## config.mk

```make
export PLATFORM = sky130hd
export DESIGN_NAME = ism_top
export DESIGN_NICKNAME = d
export VERILOG_FILES = /design/src/verilog/ism_pkg.sv /design/src/verilog/ism_line_mux.sv /design/src/verilog/ism_top.sv
export VERILOG_INCLUDE_DIRS = /design/src /design/src/verilog
export SDC_FILE = /design/constraint.sdc
export NUM_CORES = 1
export LEC_CHECK = 0
export BUFFER_PORTS_ARGS = -buffer_cell sky130_fd_sc_hd__buf_2
export CAP_MARGIN = 0
export CELL_PAD_IN_SITES_DETAIL_PLACEMENT = 2
export CELL_PAD_IN_SITES_GLOBAL_PLACEMENT = 2
export CORE_MARGIN = 2
export CORE_UTILIZATION = 29
export DETAILED_ROUTE_END_ITERATION = 6
export PLACE_DENSITY = 0.95
export SYNTH_ARGS = -nofsm -noshare
export SYNTH_HDL_FRONTEND = slang
export SYNTH_SLANG_ARGS = --single-unit
```

## constraint.sdc

```tcl
create_clock -name aclk -period 4.1 [get_ports aclk]
set_clock_uncertainty 0.1 [all_clocks]
set_input_delay 0.615 -clock aclk [delete_from_list [all_inputs] [get_ports aclk]]
set_output_delay 0.615 -clock aclk [all_outputs]
set_load 0.01 [all_outputs]
```

## src/verilog/ism_defines.svh

```systemverilog
/*
 interrupt source mux / break lock constants: offsets, field layout, reset values.
 assumes inclusion by bare name from the modules and the bench.
*/
`ifndef ISM_DEFINES_SVH
`define ISM_DEFINES_SVH
`define ISM_OFF_SEL_8_11   12'h010
`define ISM_OFF_SEL_12_15  12'h014
`define ISM_OFF_LOCK_CFG   12'h018
`define ISM_OFF_PWR_CTL    12'h020
`define ISM_SEL_RESET      16'h0000
`define ISM_LOCK_RESET     3'h0
`define ISM_PWR_RESET      4'h0
`define ISM_BIT_CORE_LOCK  0
`define ISM_BIT_ECC_LOCK   1
`define ISM_BIT_VDET_LOCK  2
`define ISM_BIT_VDET_EN    0
`define ISM_PORT_A         3'h0
`define ISM_PORT_B         3'h1
`define ISM_PORT_C         3'h2
`define ISM_PORT_D         3'h3
`define ISM_PORT_E         3'h4
`define ISM_RESP_OKAY      2'h0
`define ISM_RESP_SLVERR    2'h2
`endif

```

## src/verilog/ism_pkg.sv

```systemverilog
/*
 types for the interrupt source mux / break lock block.
 assumes ism_defines.svh provides the numbers.
*/
package ism_pkg;
	typedef struct packed {
		logic [15:0] port_a;
		logic [15:0] port_b;
		logic [15:0] port_c;
		logic [15:0] port_d;
		logic [15:0] port_e;
	} ism_pins_t;
	typedef struct packed {
		logic vdet_irq;
		logic ecc_err;
		logic core_stall;
	} ism_fault_t;
	typedef struct packed {
		logic       enable;
		logic [2:0] threshold;
	} ism_vdet_cfg_t;
	typedef enum logic [1:0] {ISM_W_IDLE, ISM_W_RESP} ism_wstate_t;
endpackage

```

## src/verilog/ism_line_mux.sv

```systemverilog
/*
 one interrupt line: decodes the low 3 bits of a 4-bit selector and registers the chosen pin level.
 assumes pins synchronous to aclk.
*/
`timescale 1ns/10ps
`include "ism_defines.svh"
module ism_line_mux (
	// clock
	input  wire logic       aclk,
	input  wire logic       aresetn,
	input  wire logic       ce,
	// select and pins
	input  wire logic [3:0] sel,
	input  wire logic [4:0] pins,
	// line
	output      logic       line_r
);
	logic line_nxt;
	always_comb begin
		unique case (sel[2:0])
			`ISM_PORT_A: line_nxt = pins[0];
			`ISM_PORT_B: line_nxt = pins[1];
			`ISM_PORT_C: line_nxt = pins[2];
			`ISM_PORT_D: line_nxt = pins[3];
			`ISM_PORT_E: line_nxt = pins[4];
			default:     line_nxt = 1'b0; // reserved codes select nothing
		endcase
	end
	always_ff @(posedge aclk) begin
		if (!aresetn)
			line_r <= 1'b0;
		else if (ce)
			line_r <= line_nxt;
	end
endmodule

```

## src/verilog/ism_top.sv

```systemverilog
/*
 interrupt source select for lines 8..15, fault-to-break lock register, and locked
 voltage detector settings, behind an AXI4-Lite slave.
 assumes one clock, synchronous active-low reset, pins synchronous to aclk.
*/
`timescale 1ns/10ps
`include "ism_defines.svh"
module ism_top (
	// clock and reset
	input  wire logic                aclk,
	input  wire logic                aresetn,
	input  wire logic                ce,
	// axi4-lite write address
	input  wire logic [11:0]         s_axi_awaddr,
	input  wire logic                s_axi_awvalid,
	output      logic                s_axi_awready,
	// axi4-lite write data
	input  wire logic [31:0]         s_axi_wdata,
	input  wire logic [3:0]          s_axi_wstrb,
	input  wire logic                s_axi_wvalid,
	output      logic                s_axi_wready,
	// axi4-lite write response
	output      logic [1:0]          s_axi_bresp,
	output      logic                s_axi_bvalid,
	input  wire logic                s_axi_bready,
	// axi4-lite read address
	input  wire logic [11:0]         s_axi_araddr,
	input  wire logic                s_axi_arvalid,
	output      logic                s_axi_arready,
	// axi4-lite read data
	output      logic [31:0]         s_axi_rdata,
	output      logic [1:0]          s_axi_rresp,
	output      logic                s_axi_rvalid,
	input  wire logic                s_axi_rready,
	// port pins and fault sources
	input  wire ism_pkg::ism_pins_t  pins,
	input  wire ism_pkg::ism_fault_t faults,
	// outputs
	output      logic [15:8]         line_irq_r,
	output      logic                timer_break_r,
	output      ism_pkg::ism_vdet_cfg_t vdet_cfg_r
);
	import ism_pkg::*;

	logic [15:0] sel_lo_r;
	logic [15:0] sel_hi_r;
	logic [2:0]  lock_r;
	logic [11:0] awaddr_r;
	logic [31:0] wdata_r;
	logic [3:0]  wstrb_r;
	logic        aw_have_r;
	logic        w_have_r;
	logic        wr_go;
	logic        wr_full;
	logic        rd_hit;
	logic [31:0] rd_nxt;

	// write channel capture: address and data in either order
	assign wr_go   = aw_have_r && w_have_r && !s_axi_bvalid;
	assign wr_full = (wstrb_r == 4'hf);

	always_ff @(posedge aclk) begin
		if (!aresetn) begin
			aw_have_r     <= 1'b0;
			w_have_r      <= 1'b0;
			s_axi_awready <= 1'b0;
			s_axi_wready  <= 1'b0;
			awaddr_r      <= 12'h000;
			wdata_r       <= 32'h00000000;
			wstrb_r       <= 4'h0;
		end else if (ce) begin
			s_axi_awready <= !aw_have_r && !s_axi_awready && s_axi_awvalid;
			s_axi_wready  <= !w_have_r && !s_axi_wready && s_axi_wvalid;
			if (s_axi_awvalid && s_axi_awready) begin
				aw_have_r <= 1'b1;
				awaddr_r  <= s_axi_awaddr;
			end else if (wr_go)
				aw_have_r <= 1'b0;
			if (s_axi_wvalid && s_axi_wready) begin
				w_have_r <= 1'b1;
				wdata_r  <= s_axi_wdata;
				wstrb_r  <= s_axi_wstrb;
			end else if (wr_go)
				w_have_r <= 1'b0;
		end
	end

	always_ff @(posedge aclk) begin
		if (!aresetn) begin
			s_axi_bvalid <= 1'b0;
			s_axi_bresp  <= `ISM_RESP_OKAY;
		end else if (ce) begin
			if (wr_go) begin
				s_axi_bvalid <= 1'b1;
				s_axi_bresp  <= (wr_full && (awaddr_r == `ISM_OFF_SEL_8_11 || awaddr_r == `ISM_OFF_SEL_12_15 ||
					awaddr_r == `ISM_OFF_LOCK_CFG || awaddr_r == `ISM_OFF_PWR_CTL)) ? `ISM_RESP_OKAY : `ISM_RESP_SLVERR;
			end else if (s_axi_bready)
				s_axi_bvalid <= 1'b0;
		end
	end

	// selection registers; upper reserved half is not stored
	always_ff @(posedge aclk) begin
		if (!aresetn) begin
			sel_lo_r <= `ISM_SEL_RESET;
			sel_hi_r <= `ISM_SEL_RESET;
		end else if (ce && wr_go && wr_full) begin
			if (awaddr_r == `ISM_OFF_SEL_8_11)
				sel_lo_r <= wdata_r[15:0];
			if (awaddr_r == `ISM_OFF_SEL_12_15)
				sel_hi_r <= wdata_r[15:0];
		end
	end

	// lock bits only ever set; reset is the sole way back
	always_ff @(posedge aclk) begin
		if (!aresetn)
			lock_r <= `ISM_LOCK_RESET;
		else if (ce && wr_go && wr_full && awaddr_r == `ISM_OFF_LOCK_CFG)
			lock_r <= lock_r | wdata_r[2:0];
	end

	// detector settings frozen while its lock is held
	always_ff @(posedge aclk) begin
		if (!aresetn)
			vdet_cfg_r <= `ISM_PWR_RESET;
		else if (ce && wr_go && wr_full && awaddr_r == `ISM_OFF_PWR_CTL && !lock_r[`ISM_BIT_VDET_LOCK])
			vdet_cfg_r <= {wdata_r[`ISM_BIT_VDET_EN], wdata_r[3:1]};
	end

	// read channel
	always_comb begin
		rd_hit = 1'b1;
		unique case (s_axi_araddr)
			`ISM_OFF_SEL_8_11:  rd_nxt = {16'h0000, sel_lo_r};
			`ISM_OFF_SEL_12_15: rd_nxt = {16'h0000, sel_hi_r};
			`ISM_OFF_LOCK_CFG:  rd_nxt = {29'h00000000, lock_r};
			`ISM_OFF_PWR_CTL:   rd_nxt = {28'h0000000, vdet_cfg_r.threshold, vdet_cfg_r.enable};
			default: begin
				rd_nxt = 32'h00000000;
				rd_hit = 1'b0;
			end
		endcase
	end

	always_ff @(posedge aclk) begin
		if (!aresetn) begin
			s_axi_arready <= 1'b0;
			s_axi_rvalid  <= 1'b0;
			s_axi_rdata   <= 32'h00000000;
			s_axi_rresp   <= `ISM_RESP_OKAY;
		end else if (ce) begin
			s_axi_arready <= s_axi_arvalid && !s_axi_arready && !s_axi_rvalid;
			if (s_axi_arvalid && s_axi_arready) begin
				s_axi_rvalid <= 1'b1;
				s_axi_rdata  <= rd_nxt;
				s_axi_rresp  <= rd_hit ? `ISM_RESP_OKAY : `ISM_RESP_SLVERR;
			end else if (s_axi_rready)
				s_axi_rvalid <= 1'b0;
		end
	end

	// per-line muxes
	genvar gi;
	generate
		for (gi = 8; gi < 16; gi++) begin : g_line
			logic [3:0] sel_w;
			assign sel_w = (gi < 12) ? sel_lo_r[(gi-8)*4 +: 4] : sel_hi_r[(gi-12)*4 +: 4];
			ism_line_mux u_mux (
				.aclk    (aclk),
				.aresetn (aresetn),
				.ce      (ce),
				.sel     (sel_w),
				.pins    ({pins.port_e[gi], pins.port_d[gi], pins.port_c[gi], pins.port_b[gi], pins.port_a[gi]}),
				.line_r  (line_irq_r[gi])
			);
		end
	endgenerate

	// shared break request to the four advanced timers
	always_ff @(posedge aclk) begin
		if (!aresetn)
			timer_break_r <= 1'b0;
		else if (ce)
			timer_break_r <= (lock_r[`ISM_BIT_VDET_LOCK] && faults.vdet_irq) ||
				(lock_r[`ISM_BIT_ECC_LOCK] && faults.ecc_err) ||
				(lock_r[`ISM_BIT_CORE_LOCK] && faults.core_stall);
	end

	// checks
	// every bit, not just bit 0: a set lock may never drop while out of reset
	AST_LOCK_STICKY: assert property (@(posedge aclk) disable iff (!aresetn)
		1'b1 |-> ((lock_r & $past(lock_r)) == $past(lock_r))) else $error("lock bit cleared without reset");
	AST_LOCK_ONLY_WRITE: assert property (@(posedge aclk) disable iff (!aresetn)
		(lock_r != $past(lock_r)) |-> $past(wr_go && awaddr_r == `ISM_OFF_LOCK_CFG)) else $error("lock set by non-write");
	AST_VDET_BREAK: assert property (@(posedge aclk) disable iff (!aresetn)
		ce && faults.vdet_irq && lock_r[`ISM_BIT_VDET_LOCK] |=> timer_break_r) else $error("detector break missing");
	AST_BREAK_BLOCKED: assert property (@(posedge aclk) disable iff (!aresetn)
		ce && lock_r == 3'h0 |=> !timer_break_r) else $error("break without lock");
	AST_ECC_BREAK: assert property (@(posedge aclk) disable iff (!aresetn)
		ce && faults.ecc_err && lock_r[`ISM_BIT_ECC_LOCK] |=> timer_break_r) else $error("ecc break missing");
	AST_STALL_BREAK: assert property (@(posedge aclk) disable iff (!aresetn)
		ce && faults.core_stall && lock_r[`ISM_BIT_CORE_LOCK] |=> timer_break_r) else $error("stall break missing");
	AST_VDET_FROZEN: assert property (@(posedge aclk) disable iff (!aresetn)
		lock_r[`ISM_BIT_VDET_LOCK] |=> $stable(vdet_cfg_r)) else $error("detector settings changed under lock");
	AST_LINE8_A: assert property (@(posedge aclk) disable iff (!aresetn)
		ce && sel_lo_r[2:0] == `ISM_PORT_A |=> line_irq_r[8] == $past(pins.port_a[8])) else $error("line 8 not port A");
	AST_LINE15_E: assert property (@(posedge aclk) disable iff (!aresetn)
		ce && sel_hi_r[14:12] == `ISM_PORT_E |=> line_irq_r[15] == $past(pins.port_e[15])) else $error("line 15 not port E");
	AST_PARTIAL_IGNORED: assert property (@(posedge aclk) disable iff (!aresetn)
		wr_go && !wr_full |=> $stable(sel_lo_r) && $stable(sel_hi_r)) else $error("partial write took effect");
endmodule
```

==> impl_metrics.py, run 1 <==
metrics = {
    "synth": {
        "syn_inst": 523,
        "synthDominantCellAreaShare": 0.442,
        "synth-seq-area-share": 0.442,
        "syn_avg_cell_area_um2": 9.08,
        "synth_flop_cell": "dfxtp_1",
        "netlist_area_um2": 4750,
        "postSynth.asyncResetShare": 0,
        "synth.distinct_cells": 46,
        "yosys_warnings": 0,
        "synth_area_leaders": "dfxtp_1, nand2_1, mux2i_1",
        "synth_seq_cells": 105,
        "synth-edff-count": 0,
        "synth.largest_area_cell": "dfxtp_1",
    },
    "cells_and_area": {
        "fin_nets": 779,
        "fill_cells": 1841,
        "syn_to_final_growth_pct": 21.1,
        "postLayoutCoreUtil": 0.361,
        "final_layout_size_suffix_gt1_frac": 0.264,
    },
    "floorplan": {
        "ios": 205,
        "fp.dieArea_um2": 17400,
        "core-area_um2": 15900,
        "start_util": 0.298,
        "num_rows": 46,
        "dieWidth_um": 132,
        "die_y_um": 132,
    },
    "timing": {
        "slew_headroom": 0.371,
        "rsz0062_at_grt": "no",
        "tightest_slew_ns": 0.941,
        "period_share": 0.602,
        "hold_ws_ns": 0.367,
        "setup_viol": 0,
        "drv_slew": 0,
        "fin_setup_tns_ns": 0,
        "period_needed_ns": 2.47,
        "clock.fmax_ghz": 0.405,
        "hold_violations": 0,
    },
    "detailed_routing": {
        "drt_iter0_drc": 162,
        "routedWlPerCell_um": 18.2,
        "antenna_left": 0,
        "drt_drc_violations_left": 0,
        "wirelength_mm": 15.5,
        "viasPerCell": 4.83,
        "vias": 4098,
        "firstDrtPassIters": 4,
    },
    "power": {
        "ir_drop_mv": 0.192,
        "p_leak_nw": 2.25,
        "powerDensity_nw_per_um2": 371,
    },
    "clock_network": {
        "numCtsBuffers": 9,
        "clk_latency_ns": 0.35,
        "cts_buffer_depth": 2,
        "htreeDepth": 3,
        "root_buffer": "clkbuf_16",
        "clk_pin_slew_ns": 0.07,
        "ctsResizeCount": 0,
        "cts_setup_buffers": 0,
        "cts_tree": "yes",
        "clock_sinks": 105,
        "hold_buffers": 0,
    },
    "worst_setup_path": {
        "worst-endpoint-arrival_ns": 2.63,
        "reg2reg_setup_slack_ns": 1.97,
        "r2r_end": "sel_hi_r[8]$_SDFFE_PN0P_",
        "crit_fanout": 34,
        "crit_start": "ce",
        "crit_end": "sel_hi_r[8]$_SDFFE_PN0P_",
        "reg2reg_from": "awaddr_r[1]$_SDFFE_PN0P_",
        "required_ns": 4.26,
        "crit_path_start_kind": "input pin",
        "endpoint_kind": "register",
        "path_class": "input pin to register",
        "r2r_cells": 5,
    },
    "job": {
        "drv_cap": 0,
    },
    "global_route": {
        "grt_pass1_wl_mm": 24.6,
        "grt_overflow": 0,
        "antenna_found_initial": 1,
        "grt_max_degree": 63,
        "grt_usage": 0.178,
        "grt_pass1_vias": 4619,
    },
    "placement": {
        "port_buffers": 130,
        "dp.final_hpwl_mm": 11.6,
        "place_congestion": 0.787,
    },
    "min_path": {
        "min_path_type": "register to register",
    },
    "status": {
        "outcome": "finished, final reports clean",
    },
}
## state kept, by name, summed over array words and instances (netlist names)
name / flops
lock_r: 3
s_axi_rvalid: 1
s_axi_rresp: 1
aw_have_r: 1
awaddr_r: 12
s_axi_wready: 1
sel_hi_r: 16
wstrb_r: 4
wdata_r: 16
s_axi_bvalid: 1
timer_break_r: 1
s_axi_bresp: 1
s_axi_arready: 1
sel_lo_r: 16
s_axi_rdata: 16
vdet_cfg_r: 4
s_axi_awready: 1
g_line.u_mux.line_r: 8
w_have_r: 1
## worst max-delay path, cell delays in order
cell	delay (ns)
buf_2	0.49
and4b_1	0.37
nand4b_2	0.19
nor4b_2	0.29
buf_4	0.36
mux2i_1	0.29
## metal layers
metal,share of wire,vias to the layer above,wire length [um],track usage
met1,0.43,2018,6580,0.202
met4,0.015,0,235,0.0628
met2,0.52,93,8080,0.330
li1,-,1970,-,-
met3,0.037,17,572,0.0338
met5,0,-,0,0
## through the flow
stage / total power, mW / instance area, um2 / worst slack (ns) / cells
2_1_floorplan: 1.16 / 4810 / 2.04 / 540
3_3_place_gp: 1.20 / 5430 / 1.40 / 833
3_5_place_dp: 1.21 / 5430 / 1.25 / 833
4_1_cts: 2.16 / 5750 / 1.58 / 848
5_1_grt: 2.22 / 5750 / 1.46 / 849
6_report: 2.13 / 5750 / 1.63 / 849
## cell type report
cell class              instances  area (um2)  share of cell area
repair buffers                133         673               0.117
clock buffers                   9         225              0.0391
inverters                       3        11.3             0.00196
multi-input cells             376        2380               0.413
clock inverters                 6        92.6              0.0161
well taps                     216         270              0.0470
flip-flops and latches        105        2100               0.365
diodes                          1        2.50            0.000435
## worst min-delay path by stage
| stage | startpoint | to | slack [ns] | depth (start not counted) |
|---|---|---|---|---|
| after CTS | sel_hi_r[15]$_SDFFE_PN0P_ | sel_hi_r[15]$_SDFFE_PN0P_ | 0.37 | 2 |
| after global placement | s_axi_rdata[11]$_SDFFE_PN0P_ | s_axi_rdata[11]$_SDFFE_PN0P_ | 0.33 | 2 |
| after global routing | sel_lo_r[3]$_SDFFE_PN0P_ | sel_lo_r[3]$_SDFFE_PN0P_ | 0.40 | 2 |
| after detailed placement | sel_hi_r[15]$_SDFFE_PN0P_ | sel_hi_r[15]$_SDFFE_PN0P_ | 0.35 | 2 |
| after floorplan | sel_lo_r[11]$_SDFFE_PN0P_ | sel_lo_r[11]$_SDFFE_PN0P_ | 0.33 | 2 |
| final | sel_hi_r[15]$_SDFFE_PN0P_ | sel_hi_r[15]$_SDFFE_PN0P_ | 0.37 | 2 |
## Yosys cell counts, types with 2 or more instances
library cell  instances
a21boi_0             32
a21oi_1               6
a22oi_1               6
a31oi_1               8
a32o_1                6
and3_1                3
buf_2                 2
buf_4                27
buf_6                 2
clkbuf_1             22
clkbuf_2              2
dfxtp_1             105
inv_1                 3
mux2_2                3
mux2i_1              48
mux4_2                8
nand2_1             141
nand2b_1              8
nand3_1              11
nand4_1               3
nor2_1               10
nor2b_1              10
nor3_1                2
nor4b_1               2
nor4bb_1              3
o21a_1                3
o21ai_0              25
or3b_2                2
or4_1                 3
## cells in the final DEF (no fill, tap or decap), types with 2 or more instances in the layout
master and n:
o21a_1 3, nor4bb_1 3, buf_4 3, nor3_1 2
or3b_2 2, a22oi_1 6, buf_2 130, o21ai_0 25
inv_1 3, a31oi_1 8, clkinvlp_4 2, bufinv_16 2
nand2_1 141, nor2b_1 10, mux4_2 8, dfxtp_1 105
or4_1 3, mux2_2 3, nand3_1 11, nand2b_1 8
nand4_1 3, a21boi_0 32, nor2_1 10, a32o_1 6
a21oi_1 6, conb_1 18, mux2i_1 48, clkbuf_16 9
and3_1 3
## logic make-up after synthesis
group	Yosys count	share of synthesized area
multiplexers	59	0.146
buffers and inverters	59	0.0722
other	1	0.000789
AND/OR/NAND/NOR	209	0.210
AO/OA/AOI/OAI	90	0.129
flip-flops	105	0.442
## report_power, final
part / internal [mW] / total, mW / switching [mW]
combinational: 0.0648 / 0.147 / 0.0820
clock: 0.536 / 0.946 / 0.410
sequential: 1.03 / 1.04 / 0.00898
total: 1.63 / 2.13 / 0.501
(Power assumes the default switching activity.)
==> inputs of run 2 (changes only) <==
CORE_UTILIZATION = 24   (was 29)
PLACE_DENSITY = 0.85   (was 0.95)
clock period = 2.1 ns   (was 4.1 ns; I/O delays follow)
==> run 2 against run 1 <==
Effect of this change: first-iteration DRC count is 48% lower; utilization is 5.6 points lower; clock-buffer cell count stayed put; sequential share of layout area is 1.1 points lower; via count is 0.32% higher; largest power group unchanged.
==> impl_metrics.py, run 2 (synthesis gave the netlist of run 1 again) <==
metrics = {
    "clock_network": {
        "cts_buffer_depth": 2,
        "hold_buffers": 0,
        "clk_pin_slew_ns": 0.08,
        "clock_sinks": 105,
        "cts_setup_buffers": 0,
        "clk_latency_ns": 0.35,
        "cts_tree": "yes",
        "ctsResizeCount": 0,
        "root_buffer": "clkbuf_16",
        "htreeDepth": 3,
        "numCtsBuffers": 9,
    },
    "detailed_routing": {
        "drt_iter0_drc": 84,
        "viasPerCell": 4.53,
        "drt_drc_violations_left": 0,
        "wirelength_mm": 14.6,
        "antenna_left": 0,
        "routedWlPerCell_um": 16.1,
        "firstDrtPassIters": 4,
        "vias": 4111,
    },
    "floorplan": {
        "ios": 205,
        "num_rows": 51,
        "fp.dieArea_um2": 20900,
        "core-area_um2": 19500,
        "die_y_um": 145,
        "dieWidth_um": 145,
        "start_util": 0.244,
    },
    "timing": {
        "rsz0062_at_grt": "no",
        "period_needed_ns": 1.93,
        "hold_violations": 0,
        "setup_viol": 0,
        "clock.fmax_ghz": 0.519,
        "slew_headroom": 0.473,
        "period_share": 0.917,
        "tightest_slew_ns": 0.791,
        "drv_slew": 0,
        "fin_setup_tns_ns": 0,
    },
    "power": {
        "ir_drop_mv": 0.336,
        "p_leak_nw": 2.32,
        "power_frac_comb": 0.070,
        "powerDensity_nw_per_um2": 707,
        "power.net_switching_mw": 0.989,
        "switching_share": 0.236,
        "p_total_mw": 4.20,
        "p_seq_frac": 0.484,
        "p_clk_frac": 0.446,
        "intPower_mw": 3.21,
    },
    "cells_and_area": {
        "fin_nets": 789,
        "syn_to_final_growth_pct": 25.0,
        "antenna_cells": 0,
        "final_cell_mix": "nand2_1, buf_2, dfxtp_1",
        "fin_cells": 908,
        "final_layout_size_suffix_gt1_frac": 0.278,
        "final_common_cell": "nand2_1",
    },
    "worst_setup_path": {
        "crit_path_start_kind": "register",
        "slowest_stage": "nor4b_2",
        "path_cells": "and4b_1 > nand4b_2 > nor4b_2 > buf_12 > mux2i_1",
        "required_ns": 2.27,
        "cpPeakStageDelay_ns": 0.40,
        "crit_fanout": 16,
        "worst-endpoint-arrival_ns": 2.10,
        "endpoint_kind": "register",
        "path_class": "register to register",
    },
    "placement": {
        "dp.cells": 892,
        "dp.final_hpwl_mm": 10.9,
        "port_buffers": 130,
        "place_congestion": 0.752,
    },
    "global_route": {
        "grt_pass1_wl_mm": 22.7,
        "globalRouteMet3Util": 0.0290,
        "grtUsageMet2": 0.250,
        "met1_usage": 0.174,
        "grt_pass1_vias": 4299,
        "top_usage_layer": "met2",
        "grt_overflow": 0,
        "antenna_found_initial": 0,
        "grt_max_degree": 108,
        "grt_usage": 0.141,
    },
    "min_path": {
        "min_path_type": "input pin to register",
    },
    "job": {
        "drv_cap": 0,
    },
    "status": {
        "outcome": "finished, final reports clean",
    },
}
[run 2: cell types whose count changed in the layout (fill, tap and decap cells not counted)]
cell and delta:
buf_12 +3, nor4_2 +1, clkinvlp_4 -1, diode_2 -1, clkinv_2 +1, nor4_1 -1, buf_4 +7, inv_8 +1
[run 2: layout make-up]
cell class / instances / area, um2
Timing Repair Buffer: 143 / 786
Tap cell: 265 / 332
Clock inverter: 7 / 101
Fill cell: 2238 / 13500
Clock buffer: 9 / 225
Sequential cell: 105 / 2100
Multi-Input combinational cell: 376 / 2380
Inverter: 3 / 11.3
[run 2: power groups by stage]
| stage | Sequential (mW) | Combinational, mW | Clock, mW |
|---|---|---|---|
| final | 2.03 | 0.293 | 1.87 |
| after global placement | 2.08 | 0.290 | 0 |
| after floorplan | 2.08 | 0.180 | 0 |
| after CTS | 2.03 | 0.300 | 1.94 |
| after detailed placement | 2.08 | 0.298 | 0 |
| after global routing | 2.04 | 0.329 | 2.01 |
[run 2: final timing paths]
path                                                     to                   startpoint  slack, ns  depth (start not counted)
worst max register to register     sel_hi_r[0]$_SDFFE_PN0P_       aw_have_r$_SDFFE_PN0P_       0.17                          5
worst min-delay path               awaddr_r[0]$_SDFFE_PN0P_              s_axi_awaddr[0]       0.11                          3
worst min register to register  s_axi_rdata[6]$_SDFFE_PN0P_  s_axi_rdata[6]$_SDFFE_PN0P_       0.36                          2
worst max-delay path               sel_hi_r[0]$_SDFFE_PN0P_       aw_have_r$_SDFFE_PN0P_       0.17                          5
[run 2: per-layer routing]
metal  vias to the layer above  share of wire
met5                         -              0
met4                         0          0.010
met3                         8          0.038
met2                        83           0.50
met1                      2027           0.45
li1                       1993              -
[run 2: through the flow]
step                      hold WS (ns)   util  setup WS (ns)  cell area [um2]
after floorplan                  0.334      -          0.256             4810
after global placement           0.329  0.288          0.164             5610
after detailed placement         0.346  0.288         0.0840             5610
after CTS                       0.0977  0.305         0.0524             5930
after global routing             0.106  0.305         0.0372             5940
final                            0.114  0.305          0.174             5940
[run 2: worst max-delay path: cells and delay by family, from the launching register on]
family	cells	cell delay [ns]
buffers and inverters	1	0.23
DFF	1	0.39
muxes	1	0.23
and+or+nand+nor	3	0.89
